===== src/design/diag_record_pkg.sv =====
/*
 * Constants for the analog input diagnostic record: record byte
 * indices, field positions, fixed codes and ticker timing.
 * Assumes a single 100 MHz system clock.
 */
`default_nettype none
package diag_record_pkg;
	localparam int CLK_MHZ = 100;
	localparam int TICK_US = 1;
	localparam int TICK_CYCLES = CLK_MHZ * TICK_US;
	localparam int DIV_W = 7;
	localparam logic [DIV_W-1:0] DIV_LAST = DIV_W'(TICK_CYCLES - 1);

	localparam int NUM_CH = 2;
	localparam int UNUSED_CH = 6;

	// record byte indices
	localparam logic [4:0] IDX_CHANNEL_TYPE = 5'h06;
	localparam logic [4:0] IDX_DIAG_BITS = 5'h07;
	localparam logic [4:0] IDX_CHANNEL_COUNT = 5'h08;
	localparam logic [4:0] IDX_GROUP_ERROR = 5'h09;
	localparam logic [4:0] IDX_FIRST_CH_ERROR = 5'h0a;
	localparam logic [4:0] IDX_SECOND_CH_ERROR = 5'h0b;
	localparam logic [4:0] IDX_UNUSED_LOW = 5'h0c;
	localparam logic [4:0] IDX_UNUSED_HIGH = 5'h11;
	localparam logic [4:0] IDX_TIMESTAMP = 5'h13;

	typedef enum logic [6:0] {
		TYPE_DIGITAL_IN = 7'h70,
		TYPE_ANALOG_IN = 7'h71,
		TYPE_DIGITAL_OUT = 7'h72,
		TYPE_ANALOG_OUT = 7'h73,
		TYPE_ANALOG_INOUT = 7'h74,
		TYPE_COUNTER = 7'h76
	} channel_type_t;

	localparam logic [7:0] DIAG_BITS_VALUE = 8'h08;
	localparam logic [7:0] CHANNEL_COUNT_VALUE = 8'h02;

	localparam int BIT_PARAM_ERR = 0;
	localparam int BIT_UNDERFLOW = 6;
	localparam int BIT_OVERFLOW = 7;

	localparam logic [7:0] RESET_BYTE = 8'h00;
	localparam logic [31:0] RESET_TICKER = 32'h0000_0000;
endpackage : diag_record_pkg
`default_nettype wire


===== src/design/analog_input_diag_record.sv =====
/*
 * Read-only diagnostic record of a two-channel analog input module.
 * A byte index selects a record byte; the answer is registered.
 * Assumes channel status inputs are synchronous levels from the
 * conversion path and reset is power-on.
 */
`timescale 1ns/1ns
`default_nettype none
// How it works
// channel type byte holds 7-bit code
// diagnostic bits per channel reads eight
// channel count byte reads two
// group error bits 0 and 1
// channel error bit 0 parameter error
// channel error bit 6 underflow
// channel error bit 7 overflow
// diagnostic event captures ticker into timestamp
// ticker starts at zero on power-on
// ticker wraps to zero after maximum
// ticker counts once per microsecond
// group bit set by channel errors
module analog_input_diag_record
	import diag_record_pkg::*;
(
	input wire logic ref_clk_in,
	input wire logic sys_rst_in,
	input wire logic [NUM_CH-1:0] param_err_in,
	input wire logic [NUM_CH-1:0] underflow_in,
	input wire logic [NUM_CH-1:0] overflow_in,
	input wire logic [4:0] rd_index_in,
	output logic [7:0] rd_data_out,
	output logic [7:0] first_channel_error_out,
	output logic [7:0] second_channel_error_out,
	output logic [7:0] channel_group_error_out,
	output logic [31:0] diag_timestamp_out,
	output logic diag_event_out
);
	logic [31:0] ticks;
	logic [7:0] ch_err [NUM_CH];
	logic [NUM_CH-1:0] ch_any;
	logic [NUM_CH-1:0] ch_new;

	logic [7:0] group_q;
	logic [7:0] group_d;
	logic [NUM_CH-1:0] any_q;
	logic [NUM_CH-1:0] any_d;
	logic [31:0] stamp_q;
	logic [31:0] stamp_d;
	logic event_q;
	logic event_d;
	logic [7:0] first_q;
	logic [7:0] second_q;
	logic [7:0] rd_q;
	logic [7:0] rd_d;
	logic [7:0] type_byte;

	us_ticker ticker_u (
		.ref_clk_in(ref_clk_in),
		.sys_rst_in(sys_rst_in),
		.ticks_out(ticks)
	);

	genvar g;
	generate
		for (g = 0; g < NUM_CH; g++)
		begin : g_ch
			channel_error_byte err_u (
				.ref_clk_in(ref_clk_in),
				.sys_rst_in(sys_rst_in),
				.param_err_in(param_err_in[g]),
				.underflow_in(underflow_in[g]),
				.overflow_in(overflow_in[g]),
				.err_byte_out(ch_err[g])
			);
			assign ch_any[g] = |ch_err[g];
			// a diagnostic is the channel going from no error bit set to any error bit set
			assign ch_new[g] = ch_any[g] & ~any_q[g];
		end
	endgenerate

	assign type_byte = {1'b0, TYPE_ANALOG_IN};

	always_comb
	begin
		group_d = RESET_BYTE;
		group_d[NUM_CH-1:0] = ch_any;
		any_d = ch_any;
		event_d = |ch_new;
		stamp_d = stamp_q;
		if (|ch_new)
			stamp_d = ticks;
	end

	// register bytes at their indices; reserved bytes read zero
	always_comb
	begin
		rd_d = RESET_BYTE;
		if (rd_index_in == IDX_CHANNEL_TYPE)
			rd_d = type_byte;
		else if (rd_index_in == IDX_DIAG_BITS)
			rd_d = DIAG_BITS_VALUE;
		else if (rd_index_in == IDX_CHANNEL_COUNT)
			rd_d = CHANNEL_COUNT_VALUE;
		else if (rd_index_in == IDX_GROUP_ERROR)
			rd_d = group_q;
		else if (rd_index_in == IDX_FIRST_CH_ERROR)
			rd_d = ch_err[0];
		else if (rd_index_in == IDX_SECOND_CH_ERROR)
			rd_d = ch_err[1];
		else if (rd_index_in == IDX_TIMESTAMP)
			rd_d = stamp_q[7:0];
		else if (rd_index_in == IDX_TIMESTAMP + 5'h1)
			rd_d = stamp_q[15:8];
		else if (rd_index_in == IDX_TIMESTAMP + 5'h2)
			rd_d = stamp_q[23:16];
		else if (rd_index_in == IDX_TIMESTAMP + 5'h3)
			rd_d = stamp_q[31:24];
	end

	always_ff @(posedge ref_clk_in)
	begin
		if (sys_rst_in)
		begin
			group_q <= RESET_BYTE;
			any_q <= '0;
			stamp_q <= RESET_TICKER;
			event_q <= 1'b0;
			first_q <= RESET_BYTE;
			second_q <= RESET_BYTE;
			rd_q <= RESET_BYTE;
		end
		else
		begin
			group_q <= group_d;
			any_q <= any_d;
			stamp_q <= stamp_d;
			event_q <= event_d;
			first_q <= ch_err[0];
			second_q <= ch_err[1];
			rd_q <= rd_d;
		end
	end

	assign rd_data_out = rd_q;
	assign first_channel_error_out = first_q;
	assign second_channel_error_out = second_q;
	assign channel_group_error_out = group_q;
	assign diag_timestamp_out = stamp_q;
	assign diag_event_out = event_q;
endmodule : analog_input_diag_record
`default_nettype wire


===== src/design/channel_error_byte.sv =====
/*
 * One channel's specific error byte, refreshed every cycle from
 * that channel's status levels.
 * Assumes status inputs are synchronous levels.
 */
`timescale 1ns/1ns
`default_nettype none
module channel_error_byte
	import diag_record_pkg::*;
(
	input wire logic ref_clk_in,
	input wire logic sys_rst_in,
	input wire logic param_err_in,
	input wire logic underflow_in,
	input wire logic overflow_in,
	output logic [7:0] err_byte_out
);
	logic [7:0] err_q;
	logic [7:0] err_d;

	always_comb
	begin
		err_d = RESET_BYTE;
		err_d[BIT_PARAM_ERR] = param_err_in;
		err_d[BIT_UNDERFLOW] = underflow_in;
		err_d[BIT_OVERFLOW] = overflow_in;
	end

	always_ff @(posedge ref_clk_in)
	begin
		if (sys_rst_in)
			err_q <= RESET_BYTE;
		else
			err_q <= err_d;
	end

	assign err_byte_out = err_q;
endmodule : channel_error_byte
`default_nettype wire


===== src/design/us_ticker.sv =====
/*
 * Free-running microsecond ticker: divides the system clock down
 * to one count per microsecond and wraps at the top of 32 bits.
 * Assumes the synchronous reset is the power-on reset.
 */
`timescale 1ns/1ns
`default_nettype none
module us_ticker
	import diag_record_pkg::*;
(
	input wire logic ref_clk_in,
	input wire logic sys_rst_in,
	output logic [31:0] ticks_out
);
	logic [DIV_W-1:0] div_q;
	logic [DIV_W-1:0] div_d;
	logic [31:0] ticks_q;
	logic [31:0] ticks_d;

	always_comb
	begin
		div_d = div_q + DIV_W'(1);
		ticks_d = ticks_q;
		if (div_q == DIV_LAST)
		begin
			div_d = '0;
			ticks_d = ticks_q + 32'h1;
		end
	end

	always_ff @(posedge ref_clk_in)
	begin
		if (sys_rst_in)
		begin
			div_q <= '0;
			ticks_q <= RESET_TICKER;
		end
		else
		begin
			div_q <= div_d;
			ticks_q <= ticks_d;
		end
	end

	assign ticks_out = ticks_q;
endmodule : us_ticker
`default_nettype wire


===== config.mk =====
export PLATFORM = sky130hd
export DESIGN_NAME = analog_input_diag_record
export DESIGN_NICKNAME = d
export VERILOG_FILES = /design/src/design/diag_record_pkg.sv /design/src/design/analog_input_diag_record.sv /design/src/design/channel_error_byte.sv /design/src/design/us_ticker.sv
export SDC_FILE = /design/constraint.sdc
export NUM_CORES = 1
export LEC_CHECK = 0
export BUFFER_PORTS_ARGS = -buffer_cell sky130_fd_sc_hd__buf_2
export CAP_MARGIN = 20
export CORE_ASPECT_RATIO = 0.5
export CORE_UTILIZATION = 55
export CTS_BUF_LIST = sky130_fd_sc_hd__clkbuf_8
export DETAILED_ROUTE_END_ITERATION = 8
export GPL_ROUTABILITY_DRIVEN = 0
export PLACE_DENSITY = 0.84
export SYNTH_ARGS = -nofsm -noshare
export SYNTH_HDL_FRONTEND = slang
export SYNTH_SLANG_ARGS = --single-unit

===== constraint.sdc =====
create_clock -name ref_clk_in -period 3 [get_ports ref_clk_in]
set_clock_uncertainty 0.15 [all_clocks]
set_input_delay 0.3 -clock ref_clk_in [delete_from_list [all_inputs] [get_ports ref_clk_in]]
set_output_delay 0.3 -clock ref_clk_in [all_outputs]
set_load 0.02 [all_outputs]

* Yosys cells after proc, flatten, opt, wreduce, memory -nomap -nowiden
Index checks and enable logic that the tools add are counted.
** Word-level totals
- Flip-flop bits (word level) :: 120
- Output and inout port bits :: 65
** Operators by class
- $add $sub $neg :: 2
- Equality and inequality tests :: 11
- Muxes and demuxes :: 10
- Bitwise gates (word level) :: 4
- Reductions and logical operators :: 7
** Operator list (number)
- $mux 8 :: 7
- $add 32x1->32 const B :: 1
- $mux 7 :: 3
- $eq 5x4->1 const B :: 4
- $eq 5x5->1 const B :: 4
- $reduce_or 8->1 :: 2
- $eq 5x3->1 const B :: 2
- $add 7x1->7 const B :: 1
- $eq 7x7->1 const B :: 1
- $reduce_or 2->1 :: 3
- $reduce_or 4->1 :: 1
- $reduce_or 3->1 :: 1
- $and 1x1->1 :: 2
- $not 1->1 :: 2

* Logic depth before layout (Yosys ltp)
Gate-level depths: netlist of the first run.
- Depth in word-level cells :: 11
- Depth in mapped cells :: 7
- Gate-level depth less buffers :: 5

* Hierarchy
Synthesis of the first run repeated with hierarchy kept, for this count alone.
** Second synthesis, totals
- Cell total of the unflattened synthesis :: 546
- Area, all modules :: 4992.3 um^2
** By module, submodules not included
- analog_input_diag_record :: times used 1, cells an instance 309, area an instance 2924.1 um^2, sequential area each 1181.1 um^2
- us_ticker :: times used 1, cells an instance 213, area an instance 1828.0 um^2, sequential area each 780.7 um^2
- channel_error_byte :: times used 2, cells an instance 12, area an instance 120.1 um^2, sequential area each 60.1 um^2

* Worst setup path after synthesis of the first run
No wires, ideal clock.
- Path kind :: register to register
- From :: register ticker_u.div_q[0]
- To :: register ticker_u.ticks_q[28], in the netlist ticker_u.ticks_out[28]
- Setup time :: 0.070 ns
- Arrival :: 1.936 ns
- Setup slack :: 0.843 ns
- Cell stages (with the launch flop) :: 8
- Buffers on the path :: 2
- Cell sequence :: dfxtp_1 -> ha_1 -> nor4bb_1 -> clkbuf_1 -> nand4_1 -> clkbuf_1 -> or4_1 -> a21oi_1
** On the way
- Cells in the longest elaborated chain, start to end :: 1
** Ends and longest elaborated chain
- from (decl) :: line us_ticker.sv:15 : logic [DIV_W-1:0] div_q;
- from (signal assigned) :: line us_ticker.sv:40 : div_q <= div_d;
- $eq 7x7->1 :: line us_ticker.sv:24 : if (div_q == DIV_LAST)
- to (signal assigned) :: line us_ticker.sv:41 : ticks_q <= ticks_d;
- to (decl) :: line us_ticker.sv:17 : logic [31:0] ticks_q;
Every way passes these cells.
A chain may end at the register's enable or synchronous reset.

* Worst setup path after layout of the first run
- From :: register ticker_u.div_q[0]
- To :: register ticker_u.ticks_q[29], in the netlist ticker_u.ticks_out[29]
The elaborated chain is that of the path after synthesis.

==> results of run 1 <==
==> state kept, by name, summed over array words and instances, names as in the netlist <==
name / cells
ticker_u.ticks_out: 32
diag_event_out: 1
rd_data_out: 8
g_ch.err_u.err_byte_out: 6
first_channel_error_out: 3
any_q: 2
ticker_u.div_q: 7
diag_timestamp_out: 32
second_channel_error_out: 3
==> per-stage QoR <==
| step | total power [mW] | cells | cell area [um2] |
|---|---|---|---|
| final | 2.37 | 605 | 4710 |
| after detailed placement | 1.48 | 584 | 4440 |
| after floorplan | 1.45 | 471 | 4200 |
| after global routing | 2.46 | 605 | 4710 |
| after global placement | 1.48 | 584 | 4440 |
| after CTS | 2.38 | 605 | 4710 |
==> path summary, 6_finish.rpt <==
| check | end | slack (ps) | depth (start not counted) |
|---|---|---|---|
| worst max-delay path | ticker_u.ticks_out[29]$_SDFFE_PP0P_ | 480 | 6 |
| worst min-delay path | g_ch[0].err_u.err_byte_out[6]$_SDFF_PP0_ | 30 | 2 |
| worst max register to register | ticker_u.ticks_out[29]$_SDFFE_PP0P_ | 480 | 6 |
| worst min register to register | ticker_u.div_q[0]$_SDFF_PP0_ | 310 | 1 |
==> layer usage <==
metal  global-route usage, %  wire, um
met1                    35.2      4580
met2                    38.6      4120
met3                    7.90       590
met4                    10.6       204
met5                       0         0
==> cell families (layout without fill, tap and decap cells) <==
group	count (synthesis)	after routing	share of synthesized area (%)
and+or+nand+nor	163	163	21.6
muxes	41	41	9.90
xor gates and xnor gates	9	9	1.90
DFF	94	94	45.4
buffers and inverters	56	98	6.76
other	1	16	0.0904
adders and majority gates	2	2	0.603
AOI/OAI and AO/OA	90	90	13.8
==> placed cells by master, fill, tap and decap left out, types with 3 or more instances in the layout <==
master         count
dfxtp_1           94
buf_2             61
nor2_1            50
mux2i_1           41
a21oi_1           33
or4_1             19
o31ai_1           19
nor2b_1           18
conb_1            16
nand3_1           15
o21ai_0           15
inv_1             11
nand2_1           11
nand4_1           10
clkbuf_8          10
or3_1              9
buf_4              7
o2bb2ai_1          6
and4_1             5
xor2_1             5
nor3_1             5
dlygate4sd3_1      5
and3_1             4
xnor2_1            4
a221oi_1           4
nand3b_1           4
and2_1             3
a31oi_1            3
==> report_power, final <==
group	total [mW]	switching, mW	internal [mW]
logic	0.186	0.119	0.0672
registers	1.27	0.0109	1.26
clock network	0.912	0.428	0.483
total	2.37	0.558	1.81
==> final cells by class <==
| type | instances | area, um2 |
|---|---|---|
| clock buffer | 10 | 138 |
| timing repair buffer | 73 | 408 |
| multi-input combinational | 321 | 2050 |
| fill | 554 | 2280 |
| sequential | 94 | 1880 |
| tap | 92 | 115 |
| clock inverter | 6 | 77.6 |
| inverter | 9 | 33.8 |
==> cells in the mapped netlist (3+ instances only) <==
cell type / n / share of area [%]
nand3b_1: 4 / 0.72
a21oi_1: 33 / 4.0
nand4_1: 10 / 1.5
nor2b_1: 18 / 2.7
mux2i_1: 41 / 9.9
a31oi_1: 3 / 0.45
and4_1: 5 / 1.1
a221oi_1: 4 / 0.84
nor3_1: 5 / 0.60
o31ai_1: 19 / 3.4
or4_1: 19 / 3.4
nand3_1: 15 / 1.8
dfxtp_1: 94 / 45
nor2_1: 50 / 4.5
o2bb2ai_1: 6 / 1.3
buf_4: 16 / 2.9
xor2_1: 5 / 1.1
or3_1: 9 / 1.4
xnor2_1: 4 / 0.84
buf_1: 3 / 0.27
clkbuf_1: 25 / 2.3
o21ai_0: 15 / 1.8
inv_1: 9 / 0.81
nand2_1: 11 / 1.0
and2_1: 3 / 0.45
and3_1: 4 / 0.60
==> repair_timing <==
action,in CTS,in global routing
buffers inserted,0,0
hold endpoints to repair,5,0
hold buffers,5,0
==> critical path, cell delays in order, from the launching register on <==
cell      delay, ps
dfxtp_1         360
ha_1            200
nor4bb_1        310
buf_4           210
nand3_1         420
or4_1           650
a21oi_1         150
==> summary.txt, run 1 <==
Status
  – Status: finished, violations left
  – Failing checks: design-rule violations

Finish
  – # nets final: about 520
  – Layout cells sized above 1: roughly 17%
  – Diodes inserted: 0
  – Area growth, synth to finish: 13.5%
  – Util after Layout: about two thirds

Place
  – Port buffer count: approximately 60
  – DP Worst Slack: approximately 510 ps
  – Placed wire-length estimate: between 6 and 7 mm

Critical path
  – Worst Path Max Fanout: 16
  – Critical Path RT: roughly 3200 ps
  – CP endpoint kind: register
  – CP startpoint kind: register
  – Crit Path Category: reg2reg
  – Worst Path Arrival: 2660 ps
  – Critical path origin: ticker_u.div_q[0]$_SDFF_PP0_
  – Reg-to-Reg Start: ticker_u.div_q[0]$_SDFF_PP0_

Floorplan
  – Initial Utilization: 59.3%
  – Top Ports: between 70 and 80
  – Std-Cell Rows: 21
  – Die X: 125 um
  – Die H: between 60 and 70 um
  – Core ar.: 6990 um2
  – Area of the die: ~8000 um2

Global route
  – GRT overflow: 0
  – Initial antenna violation count: 0
  – First-pass GRT wire length: around 16 mm
  – Gr usage total: between 20% and 30%
  – Largest net degree at the start of global routing: 56
  – Number of global-route vias before repair: approximately 3,100

Clock network
  – CTS max path bufs: 2
  – CTS Buf Count: 9
  – CTS tree: built
  – H-tree levels: 3
  – Root buf cell: clkbuf_8
  – Clk slew on worst S/H paths: ~80 ps
  – Latest clock arrival within the worst-skew pair: 370 ps
  – Post-CTS Resized: 0
  – CTS sink cnt: between 90 and 100

Routing
  – Final ANT Viol Nets: 0
  – DRT iter0 DRCs: 422
  – DRC violations left: 10
  – Vias/cell: about 5.8
  – Drt wl/cell: 15.7 um
  – Drt first pass iters: 8
  – Vias: about 3,500
  – Final WL: ~9.5 mm

STA
  – Final setup margin: slightly below 500 ps
  – Max-Slew Margin vs Limit: between 30% and 40%
  – RSZ-0062 raised after global routing: no
  – Endpoints failing hold: 0
  – Transition time of the tightest slew-check pin: 1010 ps
  – Final Max Tran Viols: 0
  – Final period utilization: 83.9%
  – Achievable frequency: between 300 and 400 MHz
  – Final setup vio count: 0
  – Final hold slack: about 35 ps
  – Final Critical Period: ~2500 ps
  – Setup TNS: 0 ps

Synthesis
  – Sequential element share of the synthesized area: 45.4%
  – Yosys reg bits: 94
  – Synth cell types: 46
  – Synth warn: 0
  – Syn Inst Count: about 460
  – Ys async rst share: 0%
  – Syn_area_per_cell: 9.09 um2
  – Mapped cell area: around 4100 um2
  – Post-synth EDFFs: 0
  – Ys flop type: dfxtp_1

Min path
  – Min-delay worst type: in2reg
  – Min-delay src: underflow_in[0]

Power and ir drop
  – PwrDens: 504 nW/um2
  – LEAKAGE: approximately 1.9 nW
  – Max IR drop VDD: ~0.25 mV

Job
  – Maxcap violations: 0
Note: power is estimated with default switching activity, not from simulation.
==> run 2, diff against run 1 <==
- CORE_UTILIZATION: 55 -> 52
- clock period: 3 -> 2.2 ns (I/O delays scaled with it)
==> run 2 against run 1 <==
- final cell count is 7.3% higher
- register-to-register slack got worse by 430 ps
- non-clock buffer count grew 28
- routed wire length rose by 8.5%
- largest power group unchanged
- global-route usage shrank 0.99 points
- the run now ends clean
- utilization barely moved
- setup slack got worse by 430 ps
- final area up 7.5%
- count of clock-buffer cells in the layout decreased by 1
- clock power grew 62%
==> summary.txt, run 2 (synthesized netlist as in run 1, its figures left out) <==
Power and ir drop
  – Max IR drop VDD: about 0.42 mV
  – Sw Share: roughly 23%
  – Logic gate share of total power: under 10%
  – Clock share of power: between 40% and 50%
  – Sw power: roughly 800 uW
  – LEAKAGE: around 2.1 nW
  – PwrDens: slightly below 700 nW/um2
  – Part of the power in registers: 49.9%
  – P_int: 2.70 mW

Place
  – Placed cells: 622
  – DP Worst Slack: a little over 50 ps
  – Port buffer count: 61
  – Placed wire-length estimate: approximately 6.8 mm

Finish
  – Leading cell types in the layout, fill and taps excluded: dfxtp_1, buf_2, nor2_1
  – Layout cells sized above 1: roughly 22%
  – Area growth, synth to finish: 22.1%
  – Diodes inserted: 0
  – Most common cell after layout, fill and taps aside: dfxtp_1
  – Fillers: a little under 600
  – Final cell count without fillers: about 650
  – # nets final: around 550

Routing
  – Vias: roughly 3,800
  – Vias/cell: ~5.8
  – DRT iter0 DRCs: 393
  – Final ANT Viol Nets: 0
  – DRC violations left: 0
  – Drt wl/cell: between 15 and 20 um
  – Final WL: approximately 10 mm
  – Drt first pass iters: 5

Critical path
  – CP endpoint kind: register
  – Worst Path Max Fanout: 26
  – Worst r2r dst: ticker_u.ticks_out[21]$_SDFFE_PP0P_
  – Reg-to-reg slack, setup: 50 ps
  – Reg-to-Reg Start: ticker_u.ticks_out[16]$_SDFFE_PP0P_
  – Worst Path Arrival: roughly 2300 ps
  – CP startpoint kind: register
  – Critical Path RT: ~2400 ps
  – Cells on worst reg2reg path: 5
  – Crit Path Category: reg2reg

Min path
  – Worst Hold Path Cells: 3
  – Min-delay src: rd_index_in[4]
  – Min-delay worst type: in2reg
  – Worst hold path endpoint: rd_data_out[3]$_SDFF_PP0_

STA
  – Final hold slack: 115 ps
  – Achievable frequency: about 470 MHz
  – Transition time of the tightest slew-check pin: between 700 and 800 ps
  – Final setup margin: 51.0 ps
  – Max-Slew Margin vs Limit: between 40 and 50%
  – Final Max Tran Viols: 0
  – Final setup vio count: 0
  – Final period utilization: a little over nine tenths
  – Final Critical Period: 2150 ps
  – Endpoints failing hold: 0

Floorplan
  – Area of the die: between 8000 and 9000 um2
  – Core ar.: 7510 um2
  – Std-Cell Rows: 22
  – Die H: around 65 um
  – Top Ports: 78
  – Initial Utilization: between 50% and 60%
  – Die X: 128 um

Global route
  – GRT overflow: 0
  – Initial antenna violation count: 0
  – Largest net degree at the start of global routing: 34
  – Gr usage total: around a quarter
  – Number of global-route vias before repair: between 3,000 and 4,000
  – First-pass GRT wire length: 16.0 mm

Clock network
  – CTS max path bufs: 2
  – H-tree levels: 3
  – CTS Buf Count: 9
  – CTS sink cnt: 94
  – Root buf cell: clkbuf_8
  – Latest clock arrival within the worst-skew pair: about 370 ps
  – Clk slew on worst S/H paths: approximately 90 ps
  – CTS tree: built

Job
  – Maxcap violations: 0

Status
  – Status: finished, final reports clean
==> run 2: changes by cell type in the layout (fill, tap and decap cells not counted), sizes merged <==
| cell | delta |
|---|---|
| buf | +26 |
| bufinv | +2 |
| dlygate4sd3 | +2 |
| clkbuf | -1 |
| clkinv | -1 |
| clkinvlp | +1 |
| inv | -1 |
==> run 2: cell type report <==
class / instances / area, um2 / area share [%]
clock buffer: 9 / 124 / 2.45
inverter: 9 / 33.8 / 0.667
timing repair buffer: 101 / 648 / 12.8
multi-input combinational: 321 / 2090 / 41.3
sequential: 94 / 1890 / 37.3
clock inverter: 7 / 145 / 2.87
tap: 108 / 135 / 2.67
==> run 2: layer usage <==
metal / share of wire [%] / track usage (%) / wire length [um]
met5: 0 / 0 / 0
met4: 2.8 / 10.7 / 291
met3: 6.2 / 6.76 / 642
met2: 46 / 40.5 / 4700
met1: 45 / 31.7 / 4680
==> run 2: critical path: stages (launching register included) <==
cell and delay [ps]:
dfxtp_1 370, nand4_1 170, or4_4 530, buf_8 180, or4_1 520, a21oi_1 160
==> run 2: how the worst max path moves through the flow <==
stage                                        startpoint  slack (ps)  cells after the start                                  end
floorplan                  ticker_u.div_q[0]$_SDFF_PP0_          40                      7  ticker_u.ticks_out[28]$_SDFFE_PP0P_
global placement           ticker_u.div_q[0]$_SDFF_PP0_         110                      7  ticker_u.ticks_out[30]$_SDFFE_PP0P_
detailed placement         ticker_u.div_q[0]$_SDFF_PP0_          50                      7  ticker_u.ticks_out[26]$_SDFFE_PP0P_
CTS                  ticker_u.ticks_out[7]$_SDFFE_PP0P_          20                      5  ticker_u.ticks_out[21]$_SDFFE_PP0P_
global route        ticker_u.ticks_out[16]$_SDFFE_PP0P_         -20                      5  ticker_u.ticks_out[21]$_SDFFE_PP0P_
finish              ticker_u.ticks_out[16]$_SDFFE_PP0P_          50                      5  ticker_u.ticks_out[21]$_SDFFE_PP0P_
==> run 2: power groups by stage <==
stage                     combinational, mW  sequential [mW]  clock (mW)
after floorplan                       0.188             1.79           0
after global placement                0.247             1.78           0
after detailed placement              0.250             1.78           0
after CTS                             0.260             1.74        1.50
after global routing                  0.283             1.74        1.59
final                                 0.265             1.74        1.48
==> run 2: through the flow <==
| step | total power, mW | TNS (ps) | util, % | area, um2 |
|---|---|---|---|---|
| after floorplan | 1.97 | 0 | - | 4200 |
| after global placement | 2.02 | 0 | 61.8 | 4640 |
| after detailed placement | 2.03 | 0 | 61.8 | 4640 |
| after CTS | 3.50 | 0 | 66.3 | 4980 |
| after global routing | 3.62 | -16.4 | 67.4 | 5060 |
| final | 3.49 | 0 | 67.4 | 5060 |
==> run 2: timing repair <==
item                       in CTS  in global routing
gates resized for setup         0                 13
hold endpoints to repair        7                  0
hold buffers                    7                  0
setup endpoints to repair       0                 18
setup buffers                   0                  3
==> run 3, diff against run 2 <==
- CORE_UTILIZATION: 52 -> 53
- PLACE_DENSITY: 0.84 -> 0.83
- SYNTH_HIERARCHICAL: default -> 1
==> run 3 against run 2 <==
- the flow now finishes with violations (design-rule violations)
- via count rose by 12%
- first-iteration DRC count rose by 17%
- fmax decreased by 1.4%
- synthesized area is 20% higher
- count of clock-buffer cells in the layout grew 2
- routed wire length up 9.0%
- synthesized cell count is 20% higher
- clock power fell by 18%
- final cell count increased by 16%
- register-to-register slack got worse by 30 ps
- sequential power grew 10%
- flip-flop and latch count increased by 10
- critical endpoint is now ticker_u/ticks_out[16]$_SDFFE_PP0N_
==> summary.txt, run 3 <==
Critical path
  – Reg-to-reg slack, setup: ~21 ps
  – Most frequent CP cell: or4_4
  – Cells on worst reg2reg path: 6
  – Max incr delay on CP: about 530 ps
  – Crit Path Category: reg2reg
  – CP max-delay cell: or4_4
  – CP endpoint kind: register
  – Critical Path RT: 2360 ps
  – Worst r2r dst: ticker_u/ticks_out[16]$_SDFFE_PP0N_
  – Reg-to-Reg Start: ticker_u/div_q[1]$_SDFF_PP0_
  – Worst Path Max Fanout: 6
  – CP startpoint kind: register
  – Crit-path cells: ha_4, nand4bb_4, buf_4, or4_4, or4_4, a21oi_1
  – Worst setup path end: ticker_u/ticks_out[16]$_SDFFE_PP0N_
  – Worst Path Arrival: between 2000 and 2500 ps
  – Critical path origin: ticker_u/div_q[1]$_SDFF_PP0_

STA
  – Final setup margin: 21.0 ps
  – Final Max Tran Viols: 0
  – Endpoints failing hold: 0
  – Final period utilization: between 90% and 100%
  – Final setup vio count: 0
  – Achievable frequency: 459 MHz
  – RSZ-0062 raised after global routing: yes
  – Final Critical Period: roughly 2200 ps

Power and ir drop
  – PwrDens: ~590 nW/um2
  – Max IR drop VDD: 0.369 mV
  – LEAKAGE: approximately 2.2 nW
  – Logic gate share of total power: 8.4%
  – Part of the power in registers: 56.1%
  – P_int: roughly 2.6 mW
  – Clock share of power: between 30% and 40%
  – Sw Share: between 20% and 30%
  – Sw power: between 800 and 900 uW

Routing
  – Final WL: around 11 mm
  – Vias: 4,240
  – DRC violations left: 8
  – Drt wl/cell: 15.0 um
  – Vias/cell: approximately 5.6
  – DRT iter0 DRCs: approximately 460
  – Drt first pass iters: 8
  – Final ANT Viol Nets: 0

Clock network
  – CTS Buf Count: 9
  – CTS max path bufs: 2
  – CTS tree: built
  – Clk slew on worst S/H paths: 100 ps
  – Root buf cell: clkbuf_8
  – Latest clock arrival within the worst-skew pair: about 370 ps
  – H-tree levels: 3
  – CTS sink cnt: 104

Synthesis
  – Mapped cell area: approximately 5000 um2
  – Largest family of logic cells by synthesized area: simple AND/OR/NAND/NOR gates
  – XOR/XNOR Fraction of Synth Area: 1.93%
  – Ys async rst share: 0%
  – Post-synth EDFFs: 0
  – Post-synth top area share: around two fifths
  – Post-synth top cells: dfxtp_1, nand2b_1, mux2i_1, a21oi_1, nor2b_1
  – Adder-cell share of the synthesized area: 0.501%
  – Yosys reg bits: 104
  – Synth warn: 6
  – Syn Inst Count: ~550
  – Fraction of the mapped netlist area in simple logic gates: 28.3%
  – Sequential element share of the synthesized area: between 40% and 50%
  – Synth Area in Compound Gates: approximately 12%
  – Portion of netlist area occupied by mux cells: about 8%
  – Ys flop type: dfxtp_1
  – Most instantiated library cell after synthesis: dfxtp_1
  – Synth cell types: between 50 and 60
  – Area leader, netlist: dfxtp_1
  – Syn_area_per_cell: roughly 9 um2
  – Top cells by area, synth: dfxtp_1, nand2b_1, mux2i_1, nor2b_1, a21oi_1

Floorplan
  – Initial Utilization: between 50% and 60%
  – Die H: approximately 71 um
  – Std-Cell Rows: 24
  – Top Ports: between 70 and 80
  – Area of the die: 9830 um2
  – Core ar.: around 8900 um2
  – Die X: around 140 um

Global route
  – Initial antenna violation count: 0
  – First-pass GRT wire length: about 18 mm
  – GRT overflow: 0
  – Gr usage total: between 20% and 30%
  – Largest net degree at the start of global routing: 90
  – Number of global-route vias before repair: around 3,800

Job
  – Maxcap violations: 0

Finish
  – Layout cells sized above 1: a little under a quarter
  – Leading cell types in the layout, fill and taps excluded: dfxtp_1, buf_2, nand2b_1
  – Area growth, synth to finish: 17.0%
  – Most common cell after layout, fill and taps aside: dfxtp_1
  – Diodes inserted: 0
  – # nets final: ~640
  – Util after Layout: 65.5%

Place
  – Port buffer count: 71
  – Placed wire-length estimate: between 7 and 8 mm
  – DP Worst Slack: -6.03 ps

Min path
  – Min-delay worst type: in2reg
  – Worst Hold Path Cells: 2

Status
  – Failing checks: design-rule violations
  – Status: finished, violations left
[run 3: cell types whose count changed in the layout (fill, tap and decap cells not counted), sizes merged, moves of 5 or more]
cell	previous run	this run
nor3	5	11
dfxtp	94	104
nor2	50	21
mux2i	41	36
nand2	11	19
o31ai	19	14
buf	94	102
nor2b	18	31
nand2b	2	69
[run 3: power by group through the flow]
| stage | Sequential, mW | Clock, mW | Combinational [mW] |
|---|---|---|---|
| final | 1.92 | 1.22 | 0.288 |
| after CTS | 1.93 | 1.25 | 0.279 |
| after global routing | 1.93 | 1.32 | 0.316 |
| after detailed placement | 1.97 | 0 | 0.269 |
| after floorplan | 2.00 | 0 | 0.209 |
| after global placement | 1.97 | 0 | 0.267 |
[run 3: worst min-delay path by stage]
stage | from | end | slack, ps
2_1_floorplan | sys_rst_in | g_ch[0].err_u/err_byte_out[0]$_SDFF_PP0_ | 140
3_3_place_gp | ticker_u/div_q[0]$_SDFF_PP0_ | ticker_u/div_q[0]$_SDFF_PP0_ | 280
3_5_place_dp | ticker_u/div_q[0]$_SDFF_PP0_ | ticker_u/div_q[0]$_SDFF_PP0_ | 290
4_1_cts | sys_rst_in | ticker_u/ticks_out[6]$_SDFFE_PP0N_ | 50
5_1_grt | sys_rst_in | ticker_u/ticks_out[15]$_SDFFE_PP0N_ | 90
6_report | sys_rst_in | ticker_u/ticks_out[15]$_SDFFE_PP0N_ | 70
[run 3: per-stage QoR]
step           hold slack [ps]  area (um2)  TNS, ps  std cells  power, mW
2_1_floorplan              142        5070    -54.6        559       2.21
3_3_place_gp               281        5460        0        721       2.24
3_5_place_dp               288        5460    -9.09        721       2.24
4_1_cts                   52.6        5750        0        744       3.45
5_1_grt                   94.1        5840    -85.7        751       3.56
6_report                  73.0        5840        0        751       3.43
[run 3: cell families (layout without fill, tap and decap cells)]
logic type / count (synthesis) / after routing
AOI/OAI and AO/OA: 93 / 93
xor gates and xnor gates: 11 / 11
adders and majority gates: 2 / 2
buffers and inverters: 60 / 133
DFF: 104 / 104
muxes: 40 / 40
other: 3 / 16
and+or+nand+nor: 233 / 235
[run 3: cell type report]
type / instances / area [um2]
inverter: 9 / 33.8
fill: 713 / 3080
multi-input combinational: 397 / 2680
tap: 117 / 146
sequential: 104 / 2090
timing repair buffer: 108 / 677
clock inverter: 5 / 56.3
clock buffer: 11 / 151
[run 3: worst max-delay path, delay by kind of cell (launching register included)]
kind | cells | cell delay [ps]
buffers and inverters | 1 | 170
DFF | 1 | 360
and+or+nand+nor | 3 | 1150
adders and majority gates | 1 | 160
AOI/OAI and AO/OA | 1 | 140
[run 3: metal layers]
layer / track usage, % / vias to the layer above / wire [um] / part of all wire, %
met5: 0 / - / 0 / 0
met4: 9.75 / 0 / 217 / 1.9
met3: 5.08 / 21 / 709 / 6.3
met2: 37.4 / 159 / 5210 / 46
met1: 30.9 / 1979 / 5100 / 45
li1: - / 2081 / - / -
[run 3: what timing repair did]
| item | 4_1_cts | 5_1_grt |
|---|---|---|
| gates cloned | 1 | 2 |
| hold endpoints to repair | 6 | 0 |
| gates resized for setup | 2 | 14 |
| endpoints found under the setup margin | 5 | 20 |
| pin swaps | 2 | 8 |
| hold buffers | 6 | 0 |
| setup buffers | 0 | 5 |
